--- src/hdl/csm_pkg.sv ---
/*
  Constants, field layouts and decode helpers for the observation pin
  selection logic of the current sense block.
  Assumes the configuration words are written by the internal digital cores
  or the serial port bridge over a plain word write port.
*/
// Operation
// [RULE_01] Negative comparator high when amplifier exceeds threshold
// [RULE_02] Comparator toggles at the DAC threshold crossing
// [RULE_03] Channel-4 comparator results go straight to microcore
// [RULE_04] Pin A: 000 measurement 1, 001 measurement 3
// [RULE_05] Pin B: 000 measurement 2, 001 measurement 4
// [RULE_06] Enable bit low forces pin high impedance
// [RULE_07] No cross-routing of measurements between pins
// [RULE_08] Code 101 enabled drives internal 2.5 V supply
// [RULE_09] Two-bit gain code selects one of four gains
// [RULE_10] Source and gain fields share pin's config register
// [RULE_11] Digital cores control both pin multiplexers
// [RULE_12] Shared converter input: host enables one pin
// [RULE_13] Negative threshold is 4-bit run-time code
// [RULE_14] Reserved source codes keep pin high impedance
package csm_pkg;

  // Register map (both config words share one printed offset)
  localparam logic [8:0]  CFG_OFFSET      = 9'h1aa;  // Pin config word offset
  localparam logic [8:0]  THR_OFFSET      = 9'h1ab;  // Negative threshold word offset
  localparam int          REG_W           = 16;      // Register word width
  localparam logic [15:0] CFG_RESET       = 16'h0000;
  localparam logic [3:0]  THR_RESET       = 4'h0;

  // Config word layout
  localparam int          SRC_LSB         = 0;       // Source select field [2:0]
  localparam int          EN_BIT          = 3;       // Drive enable bit
  localparam int          GAIN_LSB        = 4;       // Gain select field [5:4]
  localparam logic [15:0] CFG_WR_MASK     = 16'h003f; // Writable bits, rest read zero
  localparam logic [15:0] THR_WR_MASK     = 16'h000f;

  // Source select codes
  localparam logic [2:0]  SRC_MEAS_LO     = 3'h0;    // First measurement of the pin
  localparam logic [2:0]  SRC_MEAS_HI     = 3'h1;    // Second measurement of the pin
  localparam logic [2:0]  SRC_SUPPLY      = 3'h5;    // Internal 2.5 V supply

  // Gain codes
  localparam logic [1:0]  GAIN_1P33       = 2'h0;
  localparam logic [1:0]  GAIN_2P0        = 2'h1;
  localparam logic [1:0]  GAIN_3P0        = 2'h2;
  localparam logic [1:0]  GAIN_5P33       = 2'h3;

  // Threshold and amplifier sample widths
  localparam int          THR_W           = 4;       // DAC code width
  localparam int          AMP_FRAC_W      = 4;       // Sub-LSB bits of amplifier sample

  // Field extraction, used by both pins
  function automatic logic [2:0] cfg_source(input logic [15:0] cfg);
    cfg_source = cfg[SRC_LSB +: 3];
  endfunction

  function automatic logic cfg_enable(input logic [15:0] cfg);
    cfg_enable = cfg[EN_BIT];
  endfunction

  function automatic logic [1:0] cfg_gain(input logic [15:0] cfg);
    cfg_gain = cfg[GAIN_LSB +: 2];
  endfunction

endpackage

--- src/hdl/csm_obs_mux.sv ---
/*
  Observation pin selection and channel-4 comparator feedback for the
  current sense block. Holds the two pin config words and the negative
  current threshold, drives the analog mux controls of both pins and
  hands the channel-4 comparator results to the microcore.
  Assumes register writes come from the digital cores or the serial port
  bridge, synchronous to ref_clk, and that the channel-4 amplifier level is
  presented as a digitised sample in DAC LSB units with fractional bits.
  Both pins may be enabled together; keeping a shared converter input to
  one driver is left to the host software.
*/
`timescale 1ns/100ps

module csm_obs_mux
#(
  parameter int AMP_W = csm_pkg::THR_W + csm_pkg::AMP_FRAC_W  // Amplifier sample width
)
(
  // Clock and reset
  input  wire logic             ref_clk,
  input  wire logic             rst,
  // Register port from digital cores and serial bridge
  input  wire logic             reg_wr_en,
  input  wire logic             reg_rd_en,
  input  wire logic [8:0]       reg_addr,
  input  wire logic             reg_pin_sel,
  input  wire logic [15:0]      reg_wdata,
  output logic [15:0]           reg_rdata,
  output logic                  reg_rd_valid,
  // Channel-4 comparator inputs
  input  wire logic [AMP_W-1:0] ch4_neg_amp_level,
  input  wire logic             ch4_high_compare_in,
  input  wire logic             ch4_low_compare_in,
  // Feedback to the microcore
  output logic                  ch4_high_compare_result,
  output logic                  ch4_low_compare_result,
  output logic                  ch4_negative_compare_result,
  // Negative threshold to the DAC
  output logic [3:0]            negative_threshold_code,
  // Observation pin A controls
  output logic                  pin_a_route_meas1,
  output logic                  pin_a_route_meas3,
  output logic                  pin_a_route_supply,
  output logic                  pin_a_drive_enable,
  output logic [1:0]            pin_a_gain_code,
  output logic                  pin_a_bias_remove,
  // Observation pin B controls
  output logic                  pin_b_route_meas2,
  output logic                  pin_b_route_meas4,
  output logic                  pin_b_route_supply,
  output logic                  pin_b_drive_enable,
  output logic [1:0]            pin_b_gain_code,
  output logic                  pin_b_bias_remove
);

  // Register state
  logic [15:0] cfg_a_ff,  nxt_cfg_a;     // Pin A config word
  logic [15:0] cfg_b_ff,  nxt_cfg_b;     // Pin B config word
  logic [3:0]  thr_ff,    nxt_thr;       // Negative current threshold code

  // Read answer state
  logic [15:0] rdata_ff,  nxt_rdata;     // Read data holding register
  logic        rvalid_ff, nxt_rvalid;    // Read answer strobe

  // Address decode
  logic        hit_cfg;                  // Access to a pin config word
  logic        hit_thr;                  // Access to the threshold word
  logic        wr_cfg_a;                 // Write lands in the pin A word
  logic        wr_cfg_b;                 // Write lands in the pin B word
  logic        wr_thr;                   // Write lands in the threshold word

  // Comparator threshold scaled to the sample grid
  logic [AMP_W-1:0] thr_scaled;

  // Keep only the defined config bits; the rest always reads zero
  function automatic logic [15:0] cfg_store(input logic [15:0] data);
    cfg_store = data & csm_pkg::CFG_WR_MASK;
  endfunction

  // Threshold word keeps its low code bits only
  function automatic logic [3:0] thr_store(input logic [15:0] data);
    thr_store = data[csm_pkg::THR_W-1:0];
  endfunction

  // Decode the shared config offset; pin select picks the word
  always_comb
  begin
    // Offsets compare on the full word address
    hit_cfg  = (reg_addr == csm_pkg::CFG_OFFSET);                // see [RULE_10]
    hit_thr  = (reg_addr == csm_pkg::THR_OFFSET);
    wr_cfg_a = reg_wr_en && hit_cfg && !reg_pin_sel;
    wr_cfg_b = reg_wr_en && hit_cfg && reg_pin_sel;
    // Pin select means nothing at the threshold offset
    wr_thr   = reg_wr_en && hit_thr;
  end

  // Next stored words; unmapped writes leave everything as is
  always_comb
  begin
    nxt_cfg_a = cfg_a_ff;
    nxt_cfg_b = cfg_b_ff;
    nxt_thr   = thr_ff;
    // Pin A word
    if (wr_cfg_a)
    begin
      nxt_cfg_a = cfg_store(reg_wdata);                          // see [RULE_11]
    end
    // Pin B word
    if (wr_cfg_b)
    begin
      nxt_cfg_b = cfg_store(reg_wdata);                          // see [RULE_11]
    end
    // Threshold code, changeable at any time by the microcore
    if (wr_thr)
    begin
      nxt_thr = thr_store(reg_wdata);                            // see [RULE_13]
    end
  end

  // Register the stored words
  always_ff @(posedge ref_clk)
  begin
    if (rst)
    begin
      cfg_a_ff <= csm_pkg::CFG_RESET;
      cfg_b_ff <= csm_pkg::CFG_RESET;
      thr_ff   <= csm_pkg::THR_RESET;
    end
    else
    begin
      cfg_a_ff <= nxt_cfg_a;
      cfg_b_ff <= nxt_cfg_b;
      thr_ff   <= nxt_thr;
    end
  end

  // Read answer one cycle later; a read in the write cycle sees the old word
  always_comb
  begin
    nxt_rdata  = rdata_ff;
    nxt_rvalid = 1'b0;
    if (reg_rd_en)
    begin
      nxt_rvalid = 1'b1;
      if (hit_cfg)
      begin
        nxt_rdata = reg_pin_sel ? cfg_b_ff : cfg_a_ff;
      end
      else if (hit_thr)
      begin
        nxt_rdata = {12'h000, thr_ff};
      end
      // Unmapped offsets answer zero so a stray read is harmless
      else
      begin
        nxt_rdata = 16'h0000;
      end
    end
  end

  // Register the read answer; data holds until the next read,
  // the valid strobe stands for one cycle only
  always_ff @(posedge ref_clk)
  begin
    if (rst)
    begin
      rdata_ff  <= 16'h0000;
      rvalid_ff <= 1'b0;
    end
    else
    begin
      rdata_ff  <= nxt_rdata;
      rvalid_ff <= nxt_rvalid;
    end
  end

  // Register outputs, each straight from its flip-flop
  assign reg_rdata               = rdata_ff;
  assign reg_rd_valid            = rvalid_ff;
  assign negative_threshold_code = thr_ff;                       // see [RULE_13]

  // Threshold in sample units; LSB bits of the sample are sub-code fraction
  // Padding follows AMP_W so a wider sample still lines up with the code
  assign thr_scaled = {thr_ff, {(AMP_W-csm_pkg::THR_W){1'b0}}};

  // Negative comparator: strict greater-than, no hysteresis band.
  // Kept combinational so the microcore sees it with no added latency.
  assign ch4_negative_compare_result = (ch4_neg_amp_level > thr_scaled); // see [RULE_01] [RULE_02] [RULE_03]

  // High and low comparators pass straight through to the microcore
  assign ch4_high_compare_result = ch4_high_compare_in;          // see [RULE_03]
  assign ch4_low_compare_result  = ch4_low_compare_in;           // see [RULE_03]

  // Pin A can only carry measurements 1 and 3
  csm_pin_route u_pin_a
  (
    .ref_clk       (ref_clk),
    .rst           (rst),
    .cfg           (cfg_a_ff),
    .route_meas_lo (pin_a_route_meas1),                          // see [RULE_07]
    .route_meas_hi (pin_a_route_meas3),
    .route_supply  (pin_a_route_supply),
    .drive_oe      (pin_a_drive_enable),
    .gain_code     (pin_a_gain_code),
    .bias_remove   (pin_a_bias_remove)
  );

  // Pin B can only carry measurements 2 and 4.
  // Both pins may be enabled at once; a shared ADC relies on the host
  // to enable one at a time, since contention is not blocked here.
  csm_pin_route u_pin_b
  (
    .ref_clk       (ref_clk),
    .rst           (rst),
    .cfg           (cfg_b_ff),
    .route_meas_lo (pin_b_route_meas2),                          // see [RULE_07]
    .route_meas_hi (pin_b_route_meas4),
    .route_supply  (pin_b_route_supply),
    .drive_oe      (pin_b_drive_enable),
    .gain_code     (pin_b_gain_code),
    .bias_remove   (pin_b_bias_remove)
  );

endmodule

--- src/hdl/csm_pin_route.sv ---
/*
  One observation pin's multiplexer control decode.
  Assumes the config word is held stable by the caller; the analog mux
  follows the registered one-hot selects and the drive enable.
*/
`timescale 1ns/100ps

module csm_pin_route
(
  // Clock and reset
  input  wire logic        ref_clk,
  input  wire logic        rst,
  // Configuration word of this pin
  input  wire logic [15:0] cfg,
  // Mux controls to the analog path
  output logic             route_meas_lo,
  output logic             route_meas_hi,
  output logic             route_supply,
  output logic             drive_oe,
  output logic [1:0]       gain_code,
  output logic             bias_remove
);

  logic       route_lo_ff,  nxt_route_lo;   // First measurement selected
  logic       route_hi_ff,  nxt_route_hi;   // Second measurement selected
  logic       supply_ff,    nxt_supply;     // Supply check selected
  logic       oe_ff,        nxt_oe;         // Buffer drives the pin
  logic [1:0] gain_ff,      nxt_gain;       // Amplifier gain code
  logic       bias_ff,      nxt_bias;       // Bias removal for high gains

  // Decode source and enable into one-hot selects; gain passes as a two-bit code
  always_comb
  begin
    nxt_route_lo = 1'b0;
    nxt_route_hi = 1'b0;
    nxt_supply   = 1'b0;
    nxt_oe       = 1'b0;
    nxt_gain     = csm_pkg::cfg_gain(cfg);                       // see [RULE_09] [RULE_10]
    nxt_bias     = (nxt_gain == csm_pkg::GAIN_3P0) || (nxt_gain == csm_pkg::GAIN_5P33);
    // Disabled pin floats whatever the source code
    if (csm_pkg::cfg_enable(cfg))                                // see [RULE_06]
    begin
      unique case (csm_pkg::cfg_source(cfg))
        csm_pkg::SRC_MEAS_LO:
        begin
          nxt_route_lo = 1'b1;                                   // see [RULE_04] [RULE_05]
          nxt_oe       = 1'b1;
        end
        csm_pkg::SRC_MEAS_HI:
        begin
          nxt_route_hi = 1'b1;                                   // see [RULE_04] [RULE_05]
          nxt_oe       = 1'b1;
        end
        csm_pkg::SRC_SUPPLY:
        begin
          nxt_supply   = 1'b1;                                   // see [RULE_08]
          nxt_oe       = 1'b1;
        end
        // Reserved codes: keep buffer off so nothing undefined hits the ADC
        default:
        begin
          nxt_oe       = 1'b0;                                   // see [RULE_14]
        end
      endcase
    end
  end

  // Register controls so mux switching is glitch free
  always_ff @(posedge ref_clk)
  begin
    if (rst)
    begin
      route_lo_ff <= 1'b0;
      route_hi_ff <= 1'b0;
      supply_ff   <= 1'b0;
      oe_ff       <= 1'b0;
      gain_ff     <= csm_pkg::GAIN_1P33;
      bias_ff     <= 1'b0;
    end
    else
    begin
      route_lo_ff <= nxt_route_lo;
      route_hi_ff <= nxt_route_hi;
      supply_ff   <= nxt_supply;
      oe_ff       <= nxt_oe;
      gain_ff     <= nxt_gain;
      bias_ff     <= nxt_bias;
    end
  end

  assign route_meas_lo = route_lo_ff;
  assign route_meas_hi = route_hi_ff;
  assign route_supply  = supply_ff;
  assign drive_oe      = oe_ff;
  assign gain_code     = gain_ff;
  assign bias_remove   = bias_ff;

endmodule

--- config.mk ---
export PLATFORM = sky130hd
export DESIGN_NAME = csm_obs_mux
export DESIGN_NICKNAME = d
export VERILOG_FILES = /design/src/hdl/csm_pkg.sv /design/src/hdl/csm_obs_mux.sv /design/src/hdl/csm_pin_route.sv
export SDC_FILE = /design/constraint.sdc
export NUM_CORES = 1
export LEC_CHECK = 0
export BUFFER_PORTS_ARGS = -buffer_cell sky130_fd_sc_hd__buf_2
export CORE_ASPECT_RATIO = 1.75
export CORE_MARGIN = 1
export CORE_UTILIZATION = 41
export DETAILED_ROUTE_END_ITERATION = 10
export PLACE_DENSITY = 0.75
export SYNTH_ARGS = -nofsm -noshare
export SYNTH_HDL_FRONTEND = slang
export SYNTH_SLANG_ARGS = --single-unit
--- constraint.sdc ---
create_clock -name ref_clk -period 1.15 [get_ports ref_clk]
set_input_delay 0.1725 -clock ref_clk [delete_from_list [all_inputs] [get_ports ref_clk]]
set_output_delay 0.1725 -clock ref_clk [all_outputs]
set_load 0.01 [all_outputs]
==> results of run 1 <==
==> sequential cells by signal, indices dropped and copies added (netlist names) <==
register                 flops
cfg_a_ff                     6
u_pin_b.drive_oe             1
u_pin_b.route_supply         1
u_pin_a.gain_code            2
u_pin_a.drive_oe             1
u_pin_b.route_meas_hi        1
reg_rd_valid                 1
cfg_b_ff                     6
u_pin_a.route_meas_hi        1
u_pin_a.route_supply         1
reg_rdata                    6
negative_threshold_code      4
u_pin_a.route_meas_lo        1
u_pin_b.route_meas_lo        1
u_pin_b.bias_remove          1
u_pin_a.bias_remove          1
u_pin_b.gain_code            2
==> cell families (layout without fill, tap and decap cells) <==
logic type | count (synthesis) | after routing | synth area share [%]
compound gates | 20 | 20 | 6.184
fa+ha+maj | 4 | 4 | 3.017
buf+inv | 25 | 78 | 8.672
flops | 37 | 37 | 44.65
mux | 18 | 18 | 11.01
other cells | 1 | 10 | 0.2260
simple gates | 65 | 65 | 26.25
==> power groups by stage <==
stage	Clock [uW]	Sequential (uW)	Combinational [uW]
after global routing	1240	1280	216
after CTS	1180	1280	187
final	1160	1280	195
after floorplan	0	1310	128
after global placement	0	1310	178
after detailed placement	0	1310	182
==> routing by layer <==
metal	share of wire (%)	global-route usage, %
met5	0	0
met4	1.6	7.532
met3	4.9	4.078
met2	54	28.24
met1	40	17.97
==> through the flow <==
step / util [%] / cells / worst slack, ns
6_report: 55.79 / 280 / -0.3911
3_5_place_dp: 51.52 / 272 / -0.1294
5_1_grt: 55.79 / 280 / -0.4443
4_1_cts: 55.05 / 280 / -0.4076
2_1_floorplan: - / 179 / -0.02025
3_3_place_gp: 51.52 / 272 / -0.1305
==> final timing paths <==
| path | startpoint | endpoint | slack, ns | cells past startpoint |
|---|---|---|---|---|
| min | reg_wdata[4] | cfg_a_ff[4]$_SDFFE_PP0P_ | 0.13 | 3 |
| max reg2reg | cfg_a_ff[3]$_SDFFE_PP0P_ | u_pin_a.route_meas_lo$_SDFF_PP0_ | 0.06 | 2 |
| min reg2reg | reg_rdata[3]$_SDFFE_PP0P_ | reg_rdata[3]$_SDFFE_PP0P_ | 0.47 | 2 |
| max | negative_threshold_code[3]$_SDFFE_PP0P_ | ch4_negative_compare_result | -0.39 | 6 |
==> cells in the mapped netlist <==
cell and n:
dfxtp_1 37, mux2i_1 16, nor2_1 14, buf_4 13, a21oi_1 10, nand2_1 10, nor2b_1 9, o21ai_0 9
nand2b_1 8, inv_1 7, nand3_1 6, clkbuf_1 4, ha_1 4, nor3_1 4, mux2_2 2, nand3b_1 2
nand4b_4 2, or3b_2 2, and4b_2 1, and4bb_2 1, buf_2 1, conb_1 1, nand4_1 1, nand4_4 1
nand4bb_4 1, nor2_2 1, nor3_4 1, o21a_1 1, or4_1 1
==> worst reg2reg max path: stages (launching register included) <==
cell	delay, ns
dfxtp_1	0.35
or3b_2	0.52
nor3_1	0.14
==> area by class of cell <==
| type | instances | area [um2] | share of cell area [%] |
|---|---|---|---|
| Clock buffer | 6 | 82.58 | 3.828 |
| Clock inverter | 2 | 37.54 | 1.740 |
| Inverter | 7 | 26.28 | 1.218 |
| Multi-Input combinational cell | 117 | 864.6 | 40.08 |
| Sequential cell | 37 | 745.7 | 34.57 |
| Tap cell | 48 | 60.06 | 2.784 |
| Timing Repair Buffer | 63 | 340.3 | 15.78 |
==> what timing repair did <==
item	CTS	global route
pin swaps	1	3
endpoints found under the setup margin	1	3
buffers inserted	0	0
gates resized for setup	3	6
==> metrics.cfg, run 1 <==
[status]
status=finished with violations
violations=setup timing

[clocking]
cts-htree-levels=2
cts_made_buffers=5
clock_path_buffers=2
cts.sink_count=37
clk_pin_slew_ns=0.07
clk_latency_ns=0.29
cts_root_buf=clkbuf_8
postCtsHoldBufs=0
cts_tree=done

[place]
gp_congestion=0.7711
io_buffer_count=53
placed_cell_area_um2=1992
hpwl_um=2487

[grt]
grt_first_pass_wirelength_um=5299
grt_max_degree=23
grt-ovfl-total=0
antenna_found_initial=0
track_usage_pct=16.24
grt_pass1_vias=1189

[power]
p_clk_share_pct=44.0
swShare_pct=21.25
switching_power_uw=560.8
ir_worst_vdd_mv=0.7370
p_leak_uw=0.001027
finalPower_uw=2639
power_density_nw_per_um2=1224
p_seq_share_pct=48.6
power.internal_uw=2078
comb_power_share_pct=7.4

[logic_synthesis]
syn-cell-area_um2=1659
syn_inst=170
synth_area_leaders=dfxtp_1 45%, mux2i_1 9.7%, buf_4 5.9%
syn_area_per_cell_um2=9.759
synth_cell_types=29
yosys.area.top_type_share_pct=44.65
yosysSeqAreaShare_pct=44.65
yosys_register_bits=37
yosys.area.top_type=dfxtp_1
ys_warn_count=0

[sta]
tns_ns=-0.3911
fmax_mhz=648.9
setup-violations-final=1
fin_ws_ns=-0.3911
skew_ns=0.006671
hold_slack_ns=0.1344
final_hold_viol_count=0
finalCritPeriodShare_pct=134.0
drv_slew=0
rsz0062_at_grt=true
min_period_ns=1.541

[route]
routed_wl_um=3240
drc_errors=0
dr.pass1.iters=4
num_vias=1296
initialDrtViolationCount=12
via_per_inst=4.629
avgRoutedWirePerCell_um=11.57
antenna_left=0

[floorplan]
io_pins=78
rows=30
initial_core_util_pct=42.91
die_x_um=50.09
core_um2=3866
die_h_um=86.15
die-area_um2=4315

[layout]
drive_above_1_share_pct=41.81
mostFrequentLayoutCell=buf_2
num_antenna_cells=0
fin_area_um2=2157
area_growth_syn_to_layout_pct=30.02
layout.nets=275
final_cell_mix=53 x buf_2, 33 x dfxtp_1, 16 x mux2i_1, 14 x nor2_1
n_fill_cell=366

[worst_setup_path]
worstSetupStartpointType=flip-flop
slowest_stage=dfxtp_2
path_max_fanout=3
worst-path-buf-inv=2
path_cells=inv_2 -> ha_4 -> nand2_2 -> o21ai_2 -> o21a_1 -> buf_2
cp.arrival_ns=1.37
end_kind=output pin
critPathKind=reg2out
cp_top_family=flip-flops
cp.required_ns=0.98
critPathMaxStageDelay_ns=0.34

[hold_path]
hold_path_class=in2reg

[run]
drv_cap=0

(Power assumes the default switching activity.)
==> run 2, diff against run 1 <==
Settings changed: BUFFER_PORTS_ARGS -buffer_cell sky130_fd_sc_hd__buf_2 to unset, CORE_UTILIZATION 41 to 44, DONT_BUFFER_PORTS set to 1, GPL_ROUTABILITY_DRIVEN set to 0, PLACE_DENSITY 0.75 to unset.
==> metrics.cfg, run 2 (synthesized netlist as in run 1, its figures left out) <==
[sta]
slew_headroom_pct=40.75
rsz0062_at_grt=true
fin_ws_ns=-0.3215  ; +0.06960 ns
fmax_mhz=679.6  ; +4.7%
final_hold_viol_count=0  ; unchanged
setup-violations-final=1  ; unchanged
tns_ns=-0.3215  ; +0.06960 ns
finalCritPeriodShare_pct=128.0  ; -6.1 points
skew_ns=0.007674  ; +0.001002 ns
drv_slew=0  ; unchanged
worstMarginPinSlew_ns=0.8872
min_period_ns=1.472  ; -0.06960 ns

[clocking]
clk_pin_slew_ns=0.07  ; about the same
cts_tree=done
cts_root_buf=clkbuf_8
cts-htree-levels=2  ; unchanged
clock_path_buffers=2  ; unchanged
cts_made_buffers=5  ; unchanged
cts.sink_count=37  ; unchanged
clk_latency_ns=0.29  ; about the same
post_cts_buffers=0  ; unchanged

[layout]
layout.nets=218  ; -21%
area_growth_syn_to_layout_pct=11.24
final_cell_mix=32 x dfxtp_1, 16 x mux2i_1, 14 x nor2_1, 10 x conb_1
seq_area_um2=747.0  ; +0.17%
layout.cells.non_filler=221  ; -21%
multiInputGateArea_um2=863.3  ; -0.14%
n_fill_cell=372  ; +1.6%
drive_above_1_share_pct=22.86  ; -19 points
num_antenna_cells=0  ; unchanged
mostFrequentLayoutCell=dfxtp_1

[status]
violations=setup timing
status=finished with violations

[power]
ir_worst_vdd_mv=0.9206  ; +25%
finalPower_uw=2363  ; -10%
comb_power_share_pct=4.5  ; -2.9 points
swShare_pct=20.66  ; -0.58 points
p_clk_share_pct=41.1  ; -2.9 points
power.internal_uw=1874  ; -9.8%
switching_power_uw=488.2  ; -13%
power_density_nw_per_um2=1280  ; +4.6%
p_leak_uw=0.0007677  ; -25%
p_seq_share_pct=54.4  ; +5.8 points

[route]
avgRoutedWirePerCell_um=14.32  ; +24%
drc_errors=0  ; unchanged
dr.pass1.iters=4  ; unchanged
routed_wl_um=3165  ; -2.3%
via_per_inst=5.235  ; +13%
num_vias=1157  ; -11%
initialDrtViolationCount=11  ; -1
antenna_left=0  ; unchanged

[worst_setup_path]
r2r_cells=2  ; unchanged
r2r_setup_slack_ns=0.08  ; +0.02 ns
cp.arrival_ns=1.30  ; -0.07 ns
end_kind=output pin
crit_end=ch4_negative_compare_result
r2r-end=u_pin_b.route_meas_lo$_SDFF_PP0_
critPathLaunch=negative_threshold_code[3]$_SDFFE_PP0P_
critPathKind=reg2out
path_max_fanout=3  ; unchanged
reg2reg_from=cfg_b_ff[3]$_SDFFE_PP0P_
cp.required_ns=0.98  ; about the same
worstSetupStartpointType=flip-flop

[grt]
track_usage_pct=17.40  ; +1.2 points
antenna_found_initial=0  ; unchanged
grt_max_degree=26  ; +13%
grt-ovfl-total=0  ; unchanged
grt_first_pass_wirelength_um=5319  ; +0.38%
grt_pass1_vias=1160  ; -2.4%

[place]
place_ws_ns=-0.04266  ; +0.08678 ns
hpwl_um=2375  ; -4.5%
io_buffer_count=0  ; -100%
dp.cells=212  ; -22%

[floorplan]
initial_core_util_pct=45.72  ; +2.8 points
die_h_um=83.23  ; -3.4%
io_pins=78  ; unchanged
die-area_um2=4030  ; -6.6%
rows=29  ; -3.3%
core_um2=3628  ; -6.1%
die_x_um=48.42  ; -3.3%

[run]
drv_cap=0  ; unchanged

[hold_path]
hold_path_class=in2reg

==> run 2: repair_timing <==
item                                   in CTS  in global routing
resized for setup                           5                  8
endpoints found under the hold margin      25                  0
hold buffers                                1                  0
pin swaps                                   3                  2
setup endpoints to repair                   1                 30
cloned                                      0                  0
==> run 2: per-stage QoR <==
step                instance area [um2]  utilization, %  hold WS [ns]
finish                             1846           50.86       0.01678
floorplan                          1709               -        0.2558
global placement                   1687           46.48        0.2431
CTS                                1827           50.34      0.008724
global route                       1846           50.86       0.02789
detailed placement                 1687           46.48        0.2462
==> run 2: area by class of cell <==
| type | count | area share (%) |
|---|---|---|
| Clock buffer | 7 | 5.220 |
| Clock inverter | 1 | 0.2712 |
| Multi-Input combinational cell | 117 | 46.78 |
| Sequential cell | 37 | 40.47 |
| Timing Repair Buffer | 6 | 2.712 |
| Inverter | 7 | 1.424 |
| Tap cell | 46 | 3.119 |
==> run 2: worst min path at each step <==
stage	startpoint	to	slack, ns	cells past startpoint
2_1_floorplan	rst	u_pin_a.bias_remove$_SDFF_PP0_	0.26	1
3_3_place_gp	rst	negative_threshold_code[1]$_SDFFE_PP0P_	0.24	1
3_5_place_dp	rst	negative_threshold_code[1]$_SDFFE_PP0P_	0.25	1
4_1_cts	reg_rd_en	reg_rd_valid$_SDFF_PP0_	0.009	1
5_1_grt	reg_rd_en	reg_rd_valid$_SDFF_PP0_	0.03	1
6_report	reg_rd_en	reg_rd_valid$_SDFF_PP0_	0.02	1
==> run 2: worst max-delay path: stages (launching register included) <==
cell,delay [ns]
dfxtp_2,0.34
inv_2,0.04
ha_4,0.27
nand2_2,0.05
o21ai_1,0.13
o21a_1,0.18
==> run 2: power by group through the flow <==
stage                     combinational, uW  clock [uW]  sequential, uW
after floorplan                         128           0            1310
after global placement                 76.5           0            1310
after detailed placement               78.7           0            1310
after CTS                              99.3        1000            1280
after global routing                    116        1050            1280
final                                   107         972            1280
==> run 2: routing by layer <==
metal | up-vias | track usage [%] | part of all wire [%]
li1 | 563 | - | -
met3 | 4 | 5.495 | 5.4
met5 | - | 0 | 0
met2 | 41 | 31.11 | 57
met4 | 0 | 8.824 | 2.1
met1 | 549 | 17.68 | 35
